===== src/srw_pkg.sv =====
package srw_pkg;

    // Clock and nominal times
    localparam int CLK_PERIOD_NS    = 10;
    localparam int RELEASE_DELAY_NS = 200_000_000;
    localparam int RESTART_MIN_NS   = 140_000_000;
    localparam int WD_TIMEOUT_NS    = 1_560_000_000;

    // Least times round up, longest times round down
    localparam int RELEASE_CYCLES =
        (RELEASE_DELAY_NS + CLK_PERIOD_NS - 1) / CLK_PERIOD_NS;
    localparam int RESTART_MIN_CYCLES =
        (RESTART_MIN_NS + CLK_PERIOD_NS - 1) / CLK_PERIOD_NS;
    localparam int WD_TIMEOUT_CYCLES = WD_TIMEOUT_NS / CLK_PERIOD_NS;

    localparam int CNT_W = 28;

    // Synchroniser lanes
    localparam int NUM_SYNC = 5;
    localparam int SY_SUP   = 0;
    localparam int SY_MR    = 1;
    localparam int SY_KICK  = 2;
    localparam int SY_LL    = 3;
    localparam int SY_PF    = 4;

    // Values after reset
    localparam logic [NUM_SYNC-1:0] RST_SYNC = 5'h00;
    localparam logic [CNT_W-1:0]    RST_CNT  = 28'h0000000;

    typedef enum logic [1:0] {
        ST_HOLD  = 2'b00,
        ST_DELAY = 2'b01,
        ST_RUN   = 2'b10
    } srw_state_t;

    function automatic logic srw_at_last(input logic [CNT_W-1:0] cnt,
                                         input int                limit);
        return cnt == CNT_W'(limit - 1);
    endfunction

endpackage


===== src/srw_supervisor.sv =====
// Overview of operation
// - Supply below trip level asserts reset immediately.
// - Reset releases after 200 ms delay.
// - Supply dip re-asserts reset at once.
// - Brownout during delay restarts timer from zero.
// - Active-high reset is complement of low.
// - Missed kick drives watchdog fault low.
// - Kick edge clears counter; 1.56 s timeout.
// - Supply low forces watchdog fault low.
// - Watchdog fault follows supply without release delay.
// - Supply recovery returns fault high without delay.
// - Manual reset low holds reset, then delay.
// - Each manual bounce restarts the release delay.
// - Power-fail warning follows power-fail sense comparator.
// - Power-fail path independent of reset and watchdog.
// - Low-line warning follows its own comparator.
// - Lockout forces warnings and fault low.
// - Adjustable variant watches threshold sense input.
module srw_supervisor #(
    parameter int RELEASE_CYCLES_P = srw_pkg::RELEASE_CYCLES,
    parameter int RESTART_MIN_P    = srw_pkg::RESTART_MIN_CYCLES,
    parameter int WD_CYCLES_P      = srw_pkg::WD_TIMEOUT_CYCLES,
    parameter bit ADJ_THRESHOLD    = 1'b0
) (
    input  wire logic ref_clk,
    input  wire logic rst_n,
    input  wire logic supply_ok_in,
    input  wire logic reset_sense_in,
    input  wire logic lowline_ok_in,
    input  wire logic lockout_ok_in,
    input  wire logic manual_reset_n,
    input  wire logic watchdog_kick_in,
    input  wire logic powerfail_sense_in,
    output logic      sys_reset_n,
    output logic      sys_reset,
    output logic      watchdog_fault_n,
    output logic      powerfail_warn_n,
    output logic      lowline_warn_n
);
    import srw_pkg::*;

    logic                senseRaw;
    logic                supplyLow;
    logic [NUM_SYNC-1:0] syncIn;
    logic [NUM_SYNC-1:0] syncA_r;
    logic [NUM_SYNC-1:0] syncB_r;
    logic                kickPrev_r;
    logic                kickEdge;
    logic                holdCause;
    logic                wdHold;
    srw_state_t          state_r;
    srw_state_t          state_nxt;
    logic [CNT_W-1:0]    relCnt_r;
    logic [CNT_W-1:0]    wdCnt_r;
    logic                wdTimedOut_r;
    logic                wdTimedOut_nxt;
    logic                sysReset_r;
    logic                sysResetN_r;
    logic                wdFaultN_r;
    logic                pfWarnN_r;
    logic                llWarnN_r;
    logic [CNT_W-1:0]    quietCnt_r;

    // Variant picks the comparator that gates reset
    assign senseRaw  = ADJ_THRESHOLD ? reset_sense_in : supply_ok_in;

    // Supply fault bypasses the synchroniser so reset is never late
    assign supplyLow = ~senseRaw;

    assign syncIn[SY_SUP]  = senseRaw;
    assign syncIn[SY_MR]   = manual_reset_n;
    assign syncIn[SY_KICK] = watchdog_kick_in;
    assign syncIn[SY_LL]   = lowline_ok_in;
    assign syncIn[SY_PF]   = powerfail_sense_in;

    always_ff @(posedge ref_clk or negedge rst_n) begin
        if (!rst_n) begin
            syncA_r <= RST_SYNC;
            syncB_r <= RST_SYNC;
        end else begin
            syncA_r <= syncIn;
            syncB_r <= syncA_r;
        end
    end

    // Edge detector looks only at the second stage
    always_ff @(posedge ref_clk or negedge rst_n) begin
        if (!rst_n) begin
            kickPrev_r <= 1'b0;
        end else begin
            kickPrev_r <= syncB_r[SY_KICK];
        end
    end

    assign kickEdge = syncB_r[SY_KICK] ^ kickPrev_r;

    // Raw and synced supply both hold reset, so the delay starts clean
    assign holdCause = supplyLow | ~syncB_r[SY_SUP] | ~syncB_r[SY_MR];
    assign wdHold    = supplyLow | ~syncB_r[SY_SUP];

    always_comb begin
        state_nxt = state_r;
        if (holdCause) begin
            state_nxt = ST_HOLD;
        end else begin
            unique case (state_r)
                ST_HOLD: begin
                    state_nxt = ST_DELAY;
                end
                ST_DELAY: begin
                    if (srw_at_last(relCnt_r, RELEASE_CYCLES_P)) begin
                        state_nxt = ST_RUN;
                    end
                end
                ST_RUN: begin
                    state_nxt = ST_RUN;
                end
                default: begin
                    state_nxt = ST_HOLD;
                end
            endcase
        end
    end

    always_ff @(posedge ref_clk or negedge rst_n) begin
        if (!rst_n) begin
            state_r <= ST_HOLD;
        end else begin
            state_r <= state_nxt;
        end
    end

    // Any hold cause restarts the delay from zero
    always_ff @(posedge ref_clk or negedge rst_n) begin
        if (!rst_n) begin
            relCnt_r <= RST_CNT;
        end else if (holdCause || state_r != ST_DELAY) begin
            relCnt_r <= RST_CNT;
        end else begin
            relCnt_r <= relCnt_r + CNT_W'(1);
        end
    end

    // Both polarities from one decision keeps them exact complements
    always_ff @(posedge ref_clk or negedge rst_n) begin
        if (!rst_n) begin
            sysResetN_r <= 1'b0;
            sysReset_r  <= 1'b1;
        end else begin
            sysResetN_r <= (state_nxt == ST_RUN);
            sysReset_r  <= (state_nxt != ST_RUN);
        end
    end

    // Timeout set wins over a kick in the same cycle
    always_comb begin
        wdTimedOut_nxt = wdTimedOut_r;
        if (wdHold) begin
            wdTimedOut_nxt = 1'b0;
        end else if (srw_at_last(wdCnt_r, WD_CYCLES_P) && !wdTimedOut_r) begin
            // Only arrival at terminal count sets, so a parked count cannot mask the next kick
            wdTimedOut_nxt = 1'b1;
        end else if (kickEdge) begin
            wdTimedOut_nxt = 1'b0;
        end
    end

    always_ff @(posedge ref_clk or negedge rst_n) begin
        if (!rst_n) begin
            wdTimedOut_r <= 1'b0;
        end else begin
            wdTimedOut_r <= wdTimedOut_nxt;
        end
    end

    // Counter parks at terminal count after a timeout
    always_ff @(posedge ref_clk or negedge rst_n) begin
        if (!rst_n) begin
            wdCnt_r <= RST_CNT;
        end else if (wdHold || kickEdge) begin
            wdCnt_r <= RST_CNT;
        end else if (!srw_at_last(wdCnt_r, WD_CYCLES_P)) begin
            wdCnt_r <= wdCnt_r + CNT_W'(1);
        end
    end

    // Fault tracks the raw supply, no release delay involved
    always_ff @(posedge ref_clk or negedge rst_n) begin
        if (!rst_n) begin
            wdFaultN_r <= 1'b0;
        end else begin
            wdFaultN_r <= lockout_ok_in & ~supplyLow & ~wdTimedOut_nxt;
        end
    end

    // Warning paths share nothing but the lockout
    always_ff @(posedge ref_clk or negedge rst_n) begin
        if (!rst_n) begin
            pfWarnN_r <= 1'b0;
            llWarnN_r <= 1'b0;
        end else begin
            pfWarnN_r <= lockout_ok_in & syncB_r[SY_PF];
            llWarnN_r <= lockout_ok_in & syncB_r[SY_LL];
        end
    end

    assign sys_reset_n      = sysResetN_r;
    assign sys_reset        = sysReset_r;
    assign watchdog_fault_n = wdFaultN_r;
    assign powerfail_warn_n = pfWarnN_r;
    assign lowline_warn_n   = llWarnN_r;

    // Cycles since the last hold cause, for the restart check
    always_ff @(posedge ref_clk or negedge rst_n) begin
        if (!rst_n) begin
            quietCnt_r <= RST_CNT;
        end else if (holdCause) begin
            quietCnt_r <= RST_CNT;
        end else if (quietCnt_r != {CNT_W{1'b1}}) begin
            quietCnt_r <= quietCnt_r + CNT_W'(1);
        end
    end

    AST_SUPPLY_LOW_RESET: assert property (
        @(posedge ref_clk) disable iff (!rst_n)
        supplyLow |=> !sys_reset_n && sys_reset)
        else $error("reset not asserted on low supply");

    AST_RELEASE_DELAY: assert property (
        @(posedge ref_clk) disable iff (!rst_n)
        $rose(sys_reset_n) |->
            $past(state_r) == ST_DELAY &&
            $past(relCnt_r) == CNT_W'(RELEASE_CYCLES_P - 1))
        else $error("reset released without full delay");

    AST_DIP_PULSE: assert property (
        @(posedge ref_clk) disable iff (!rst_n)
        sys_reset_n && supplyLow |=> $fell(sys_reset_n))
        else $error("supply dip gave no reset pulse");

    AST_RESTART_MIN: assert property (
        @(posedge ref_clk) disable iff (!rst_n)
        $rose(sys_reset_n) |-> quietCnt_r >= CNT_W'(RESTART_MIN_P))
        else $error("reset released too soon after brownout");

    AST_COMPLEMENT: assert property (
        @(posedge ref_clk) disable iff (!rst_n)
        sys_reset == !sys_reset_n)
        else $error("reset outputs not complementary");

    AST_WD_TIMEOUT: assert property (
        @(posedge ref_clk) disable iff (!rst_n)
        srw_at_last(wdCnt_r, WD_CYCLES_P) && !wdHold && !(wdTimedOut_r && kickEdge)
            |=> !watchdog_fault_n)
        else $error("watchdog timeout not reported");

    AST_KICK_CLEARS: assert property (
        @(posedge ref_clk) disable iff (!rst_n)
        kickEdge |=> wdCnt_r == RST_CNT)
        else $error("kick edge did not clear counter");

    AST_WD_WITH_RESET: assert property (
        @(posedge ref_clk) disable iff (!rst_n)
        supplyLow |=> !watchdog_fault_n && !sys_reset_n)
        else $error("fault and reset not low together");

    AST_WD_RECOVER: assert property (
        @(posedge ref_clk) disable iff (!rst_n)
        !supplyLow && lockout_ok_in && !wdTimedOut_nxt
            |=> watchdog_fault_n)
        else $error("fault output did not recover");

    AST_MANUAL_HOLD: assert property (
        @(posedge ref_clk) disable iff (!rst_n)
        !syncB_r[SY_MR] |=> !sys_reset_n && relCnt_r == RST_CNT)
        else $error("manual reset did not hold reset");

    AST_PF_FOLLOW: assert property (
        @(posedge ref_clk) disable iff (!rst_n)
        lockout_ok_in |=> powerfail_warn_n == $past(syncB_r[SY_PF]))
        else $error("power-fail warning mismatch");

    AST_LOCKOUT: assert property (
        @(posedge ref_clk) disable iff (!rst_n)
        !lockout_ok_in |=>
            !lowline_warn_n && !powerfail_warn_n && !watchdog_fault_n)
        else $error("lockout did not force outputs low");

    AST_WD_HELD: assert property (
        @(posedge ref_clk) disable iff (!rst_n)
        wdHold |=> wdCnt_r == RST_CNT && !wdTimedOut_r)
        else $error("watchdog counter not held cleared");

    AST_WD_NO_DELAY: assert property (
        @(posedge ref_clk) disable iff (!rst_n)
        !supplyLow && $past(supplyLow) && lockout_ok_in
            |=> watchdog_fault_n && !sys_reset_n)
        else $error("fault output delayed after supply recovery");

    AST_KICK_RECOVER: assert property (
        @(posedge ref_clk) disable iff (!rst_n)
        wdTimedOut_r && kickEdge && !wdHold && lockout_ok_in
            |=> watchdog_fault_n)
        else $error("kick edge did not end the timeout");

    AST_WD_BOUND: assert property (
        @(posedge ref_clk) disable iff (!rst_n)
        wdCnt_r <= CNT_W'(WD_CYCLES_P - 1))
        else $error("watchdog counter passed terminal count");

    AST_DELAY_BOUND: assert property (
        @(posedge ref_clk) disable iff (!rst_n)
        state_r == ST_DELAY |-> relCnt_r < CNT_W'(RELEASE_CYCLES_P))
        else $error("release counter passed terminal count");

    AST_BOUNCE_RESTART: assert property (
        @(posedge ref_clk) disable iff (!rst_n)
        $rose(syncB_r[SY_MR]) |-> relCnt_r == RST_CNT && !sys_reset_n)
        else $error("manual release did not start a fresh delay");

    AST_SENSE_SELECT: assert property (
        @(posedge ref_clk) disable iff (!rst_n)
        (ADJ_THRESHOLD ? !reset_sense_in : !supply_ok_in)
            |=> !sys_reset_n && !watchdog_fault_n)
        else $error("selected comparator did not assert reset");

    AST_SYNC_STAGES: assert property (
        @(posedge ref_clk) disable iff (!rst_n)
        $past(rst_n, 2) |-> syncB_r == $past(syncIn, 2))
        else $error("synchroniser is not two stages deep");

    AST_PF_INDEPENDENT: assert property (
        @(posedge ref_clk) disable iff (!rst_n)
        lockout_ok_in && syncB_r[SY_PF] && (!sys_reset_n || !watchdog_fault_n)
            |=> powerfail_warn_n)
        else $error("power-fail warning gated by reset or fault");

    AST_LOWLINE_FOLLOW: assert property (
        @(posedge ref_clk) disable iff (!rst_n)
        lockout_ok_in |=> lowline_warn_n == $past(syncB_r[SY_LL]))
        else $error("low-line warning mismatch");

endmodule


===== config.mk =====
export PLATFORM = sky130hd
export DESIGN_NAME = srw_supervisor
export DESIGN_NICKNAME = d
export VERILOG_FILES = /design/src/srw_pkg.sv /design/src/srw_supervisor.sv
export SDC_FILE = /design/constraint.sdc
export NUM_CORES = 1
export LEC_CHECK = 0
export BUFFER_PORTS_ARGS = -buffer_cell sky130_fd_sc_hd__buf_2
export CAP_MARGIN = 5
export CORE_MARGIN = 4
export CORE_UTILIZATION = 58
export CTS_BUF_LIST = sky130_fd_sc_hd__clkbuf_4 sky130_fd_sc_hd__clkbuf_8
export CTS_CLUSTER_DIAMETER = 80
export DETAILED_ROUTE_END_ITERATION = 6
export HOLD_SLACK_MARGIN = 0.02
export PLACE_DENSITY = 0.8
export SYNTH_ARGS = -nofsm -noshare
export SYNTH_HDL_FRONTEND = slang
export SYNTH_SLANG_ARGS = --single-unit

===== constraint.sdc =====
create_clock -name ref_clk -period 1.46 [get_ports ref_clk]
set_input_delay 0.146 -clock ref_clk [delete_from_list [all_inputs] [get_ports ref_clk]]
set_output_delay 0.146 -clock ref_clk [all_outputs]
set_load 0.02 [all_outputs]

-- After elaboration in Yosys (flattened, before gate mapping)
Index checks and enable logic that the tools add are counted.
- reduce and logical (&&, ||, !) cells: 5
- multiplexer cells: 9
- bitwise gates (word level): 11
- equality and inequality tests: 8
- add/sub/neg operators: 2
- operator list (kind ; count):
    28-bit 2-to-1 mux ; 3
    28-bit by 1-bit adder with 28-bit output (second input constant) ; 2
    28-bit by 25-bit equality test with 1-bit output (second input constant) ; 1
    28-bit equality test (second input constant) ; 1
    2-bit one-hot mux with 3 select lines ; 1
    1-bit bitwise AND ; 4
    2-bit equality test (second input constant) ; 2
    2-bit 2-to-1 mux ; 2
    2-bit by 1-bit != test with 1-bit output (second input constant) ; 2
    1-bit inverter ; 4
    1-bit 2-to-1 mux ; 3
    2-bit by 1-bit equality test with 1-bit output (second input constant) ; 1
    2-bit logical NOT ; 1
    1-bit logical OR ; 2
    2-bit != test (second input constant) ; 1
    1-bit bitwise OR ; 2
    1-bit logical AND ; 1
    1-bit logical NOT ; 1
    1-bit bitwise XOR ; 1
- word-level logic and storage cells: 47
- register bits: 75
- output and inout bits: 5
- bits of input ports: 9

-- Depth between registers and ports, before layout
- depth in word-level cells: 6
- mapped depth: 6
- gate-level depth less buffers: 6

-- Worst setup path after synthesis
OpenSTA, ideal clock, no wires.
- path kind: flip-flop to flip-flop
- from: register wdCnt_r[8]
- to: register wdFaultN_r, in the netlist watchdog_fault_n
- stages on the path, launching flop included: 7
- data required time: 1.340 ns
- setup time: 0.120 ns
- data arrival time: 1.486 ns
- clock period less this slack: 1.606 ns
- path slack: -0.146 ns
- path buffers: 1
- cells stage by stage: dfrtp_1 > buf_6 > and4bb_2 > nand4_2 > nor3_4 > o22ai_1 > and3_1
- word-level cells in the longest chain between the ends: 6
- ends and longest elaborated chain (what ; line ; RTL):
    start, declared ; srw_supervisor.sv:54 ; logic [CNT_W-1:0] wdCnt_r;
    start signal, assigned ; srw_supervisor.sv:183 ; wdCnt_r <= wdCnt_r + CNT_W'(1);
    28-bit equality test ; srw_pkg.sv:38 ; return cnt == CNT_W'(limit - 1);
    1-bit logical AND ; srw_supervisor.sv:160 ; end else if (srw_at_last(wdCnt_r, WD_CYCLES_P) && !wdTimedOut_r) begin
    1-bit 2-to-1 mux ; srw_supervisor.sv:160 ;
    1-bit 2-to-1 mux ; srw_supervisor.sv:158 ; if (wdHold) begin
    1-bit inverter ; srw_supervisor.sv:192 ; wdFaultN_r <= lockout_ok_in & ~supplyLow & ~wdTimedOut_nxt;
    1-bit bitwise AND ; srw_supervisor.sv:192 ;
    end signal, assigned ; srw_supervisor.sv:192 ;
    end, declared ; srw_supervisor.sv:59 ; logic wdFaultN_r;
No other way between the ends.
A chain may end at the register's enable or synchronous reset.

-- Worst setup path in the final report
- from: register wdCnt_r[23]
- to: register wdCnt_r[6]
- word-level cells in the longest chain between the ends: 2
- ends and longest elaborated chain (what ; line):
    28-bit equality test ; srw_pkg.sv:38
    2-bit by 1-bit != test with 1-bit output (no source line) ; n/a
No other way between the ends.

==> impl_metrics.yaml <==
worst_setup_path:
  reg2reg_depth: 7
  cp_slowest_cell: "dfrtp_1"
  end_kind: "register"
  cp.depth: 7
  r2r_end: "wdCnt_r[6]"
  timing.critical_path.mode_cell: "buf_4"
  path_max_fanout: 8
  cp_num_buf_inv: 2
  path_delay_family: "simple AND/OR/NAND/NOR gates"
  cp_cell_sequence: "nor4b_2 -> nand4_1 -> buf_4 -> nor3_2 -> buf_4 -> o21ai_1 -> a21oi_1"
  critical_path_class: "register to register"
  crit_required_ns: 1.74
  rrSetupSlack_ns: -0.52
  arrival_ns: 2.27
  crit_path_start_kind: "register"
  cp_slowest_stage_delay_ns: 0.42
  r2r_start: "wdCnt_r[23]"
final_layout:
  final_cell_mix: "buf_4 (77), dfrtp_1 (68), nor2_1 (44), xnor2_1 (19), xor2_1 (17)"
  regArea_sq_mm: 0.00189
  fin_nets: 468
  diodes: 0
  final_common_cell: "buf_4"
  nFillCells: 165
  multi_input_area_sq_mm: 0.00214
  drive_gt1_frac: 0.468
  utilization: 0.893
  syn2layout_area_growth_pct: 48.9
synth:
  post_synth_and_or_nand_nor_area_fraction: 0.294
  yosysSeqAreaShare: 0.529
  syn_inst: 345
  synth_xor_area_frac: 0.0937
  synth_edf_count: 0
  synth_cell_types: 40
  yosysWarnings: 0
  yosys-mux-area-fraction: 0.00282
  syn_nets: 356
  synth_flop_cell: "dfrtp_1"
  avgSynthCellArea_sq_um: 10.3
  synth-seq-cells: 75
  synth-adder-area-share: 0.00704
  syn_area_sq_mm: 0.00355
  synth_top_family_by_area: "simple AND/OR/NAND/NOR gates"
  synth_compound_area_frac: 0.0490
  synthArstFlopShare: 1.00
sta:
  finalCritPeriodShare: 1.36
  layout_setup_ws_ns: -0.522
  tightest_slew_ns: 0.461
  setup_viol: 57
  grt_setup_unrepaired: "yes"
  layout_min_cycle_time_ns: 1.98
  maxSlewViolCount: 0
  clock_skew_ns: 0.0184
  fmaxAchievable_mhz: 505
  slew_headroom: 0.693
  fin_setup_tns_ns: -13.26
  hold_viol: 0
power:
  p_int_mw: 3.30
  total_leakage_power_nw: 2.43
  power.switching_mw: 1.04
  power_frac_clock: 0.479
  p_comb_frac: 0.034
  swShare: 0.240
  max-vdd-ir-drop_v: 0.00122
  finalPower_mw: 4.34
  p_seq_frac: 0.488
  power_density_mw_per_mm2: 820
outcome:
  violations: "setup timing"
  status: "complete, but fails checks"
clock_network:
  clk_path_buf_depth: 2
  clkSinkCount: 75
  clock_latency_ns: 0.37
  cts_tree: "yes"
  clk_pin_slew_ns: 0.10
  cts-buffers-inserted: 9
  root_buffer: "clkbuf_8"
  h-tree-depth: 3
run:
  cap_viol_max_count: 0
drt:
  totalWireLength_microns: 15200
  viasPerCell: 7.09
  wire_per_inst_microns: 28.3
  final_antenna_net_count: 0
  drcViolationCount: 0
  first_pass_iters: 7
  vias: 3808
  drt_iter0_markers: 590
global_route:
  antenna_found_initial: 0
  gr-usage-all-layers: 0.308
  grt_pass1_wl_microns: 17600
  grt_pass1_vias: 3518
  gr-total-overflow: 0
  grt_max_degree: 32
die:
  die_w_microns: 86.3
  die_y_microns: 86.3
  design.core.area_sq_mm: 0.00592
  initial_core_util: 0.600
  dieArea_sq_mm: 0.00744
  io_pins: 14
  row_count: 28
hold_path:
  hold_depth: 2
  holdPathEnd: "powerfail_warn_n"
  worstHoldStart: "lockout_ok_in"
  hold_class: "input pin to register"
placement:
  gp_congestion: 0.854
  place_hpwl_microns: 5280
  dp_slack_ns: -0.317
  port_buffers: 12
## layer usage
metal  share of wire  vias up  track usage  wire, microns
met4           0.092        0        0.157           1400
li1                -     1433            -              -
met5               0        -            0              0
met3            0.14      144       0.0779           2060
met2            0.44      430        0.508           6690
met1            0.33     1801        0.375           5050
## cell type report
type,count,share of cell area
Clock buffer,9,0.0234
Timing Repair Buffer,109,0.169
Multi-Input combinational cell,255,0.405
Tap cell,75,0.0177
Clock inverter,7,0.0237
Inverter,7,0.00497
Sequential cell,75,0.357
## metrics by stage
stage,cells,cell area (sq um),hold WS [ns]
after floorplan,345,3610,-0.150
after global placement,483,4170,0.103
after detailed placement,483,4170,0.107
after CTS,522,4800,0.0543
after global routing,537,5290,0.0662
final,537,5290,0.0599
## registers in the layout, indices dropped and copies added, names as in the netlist
name and flops:
lowline_warn_n 1, wdTimedOut_r 1, state_r 2, kickPrev_r 1
sys_reset_n 1, syncA_r 5, watchdog_fault_n 1, syncB_r 5
powerfail_warn_n 1, wdCnt_r 28, relCnt_r 28, sys_reset 1
## Yosys cell counts, drive strengths merged (4+ instances only)
cell type   n  area share
dfrtp      74        0.52
a21oi      16       0.023
o21ai      16       0.023
xnor2      20       0.049
buf         4       0.011
nand2      20       0.021
inv         7      0.0074
nor4b       4      0.0099
xor2       18       0.044
clkbuf      6      0.0063
nor2       51       0.054
nand4      16       0.038
and4        5       0.013
nor4        6       0.024
or3        14       0.025
nor3       15       0.026
nand3      22       0.034
and2        6       0.011
and3        9       0.016
## cells by family after synthesis
logic type / count (synthesis)
AND/OR/NAND/NOR: 178
AO/OA/AOI/OAI: 34
flip-flops: 75
buffers and inverters: 17
adder cells (fa/ha/maj): 2
XOR/XNOR: 38
multiplexers: 1
## worst max path at each step
stage	to	slack, ns	start
2_1_floorplan	watchdog_fault_n	-0.10	wdCnt_r[21]
3_3_place_gp	wdCnt_r[1]	-0.17	wdCnt_r[23]
3_5_place_dp	wdCnt_r[1]	-0.32	wdCnt_r[23]
4_1_cts	wdCnt_r[1]	-0.25	wdCnt_r[21]
5_1_grt	wdCnt_r[3]	-0.58	wdCnt_r[13]
6_report	wdCnt_r[6]	-0.52	wdCnt_r[23]
## power groups by stage
stage               clock [mW]  combinational [mW]  sequential, mW
floorplan                    0              0.0275            2.15
global placement             0               0.106            2.15
detailed placement           0               0.110            2.15
CTS                       1.97               0.127            2.11
global route              2.17               0.158            2.12
finish                    2.07               0.146            2.11
## repair_timing
item	in CTS	in global routing
setup buffers	16	15
gates cloned	3	0
endpoints found under the setup margin	47	55
endpoints found under the hold margin	33	0
pin swaps	43	45
resized for setup	47	76
hold buffers	6	0
(Power assumes the default switching activity.)
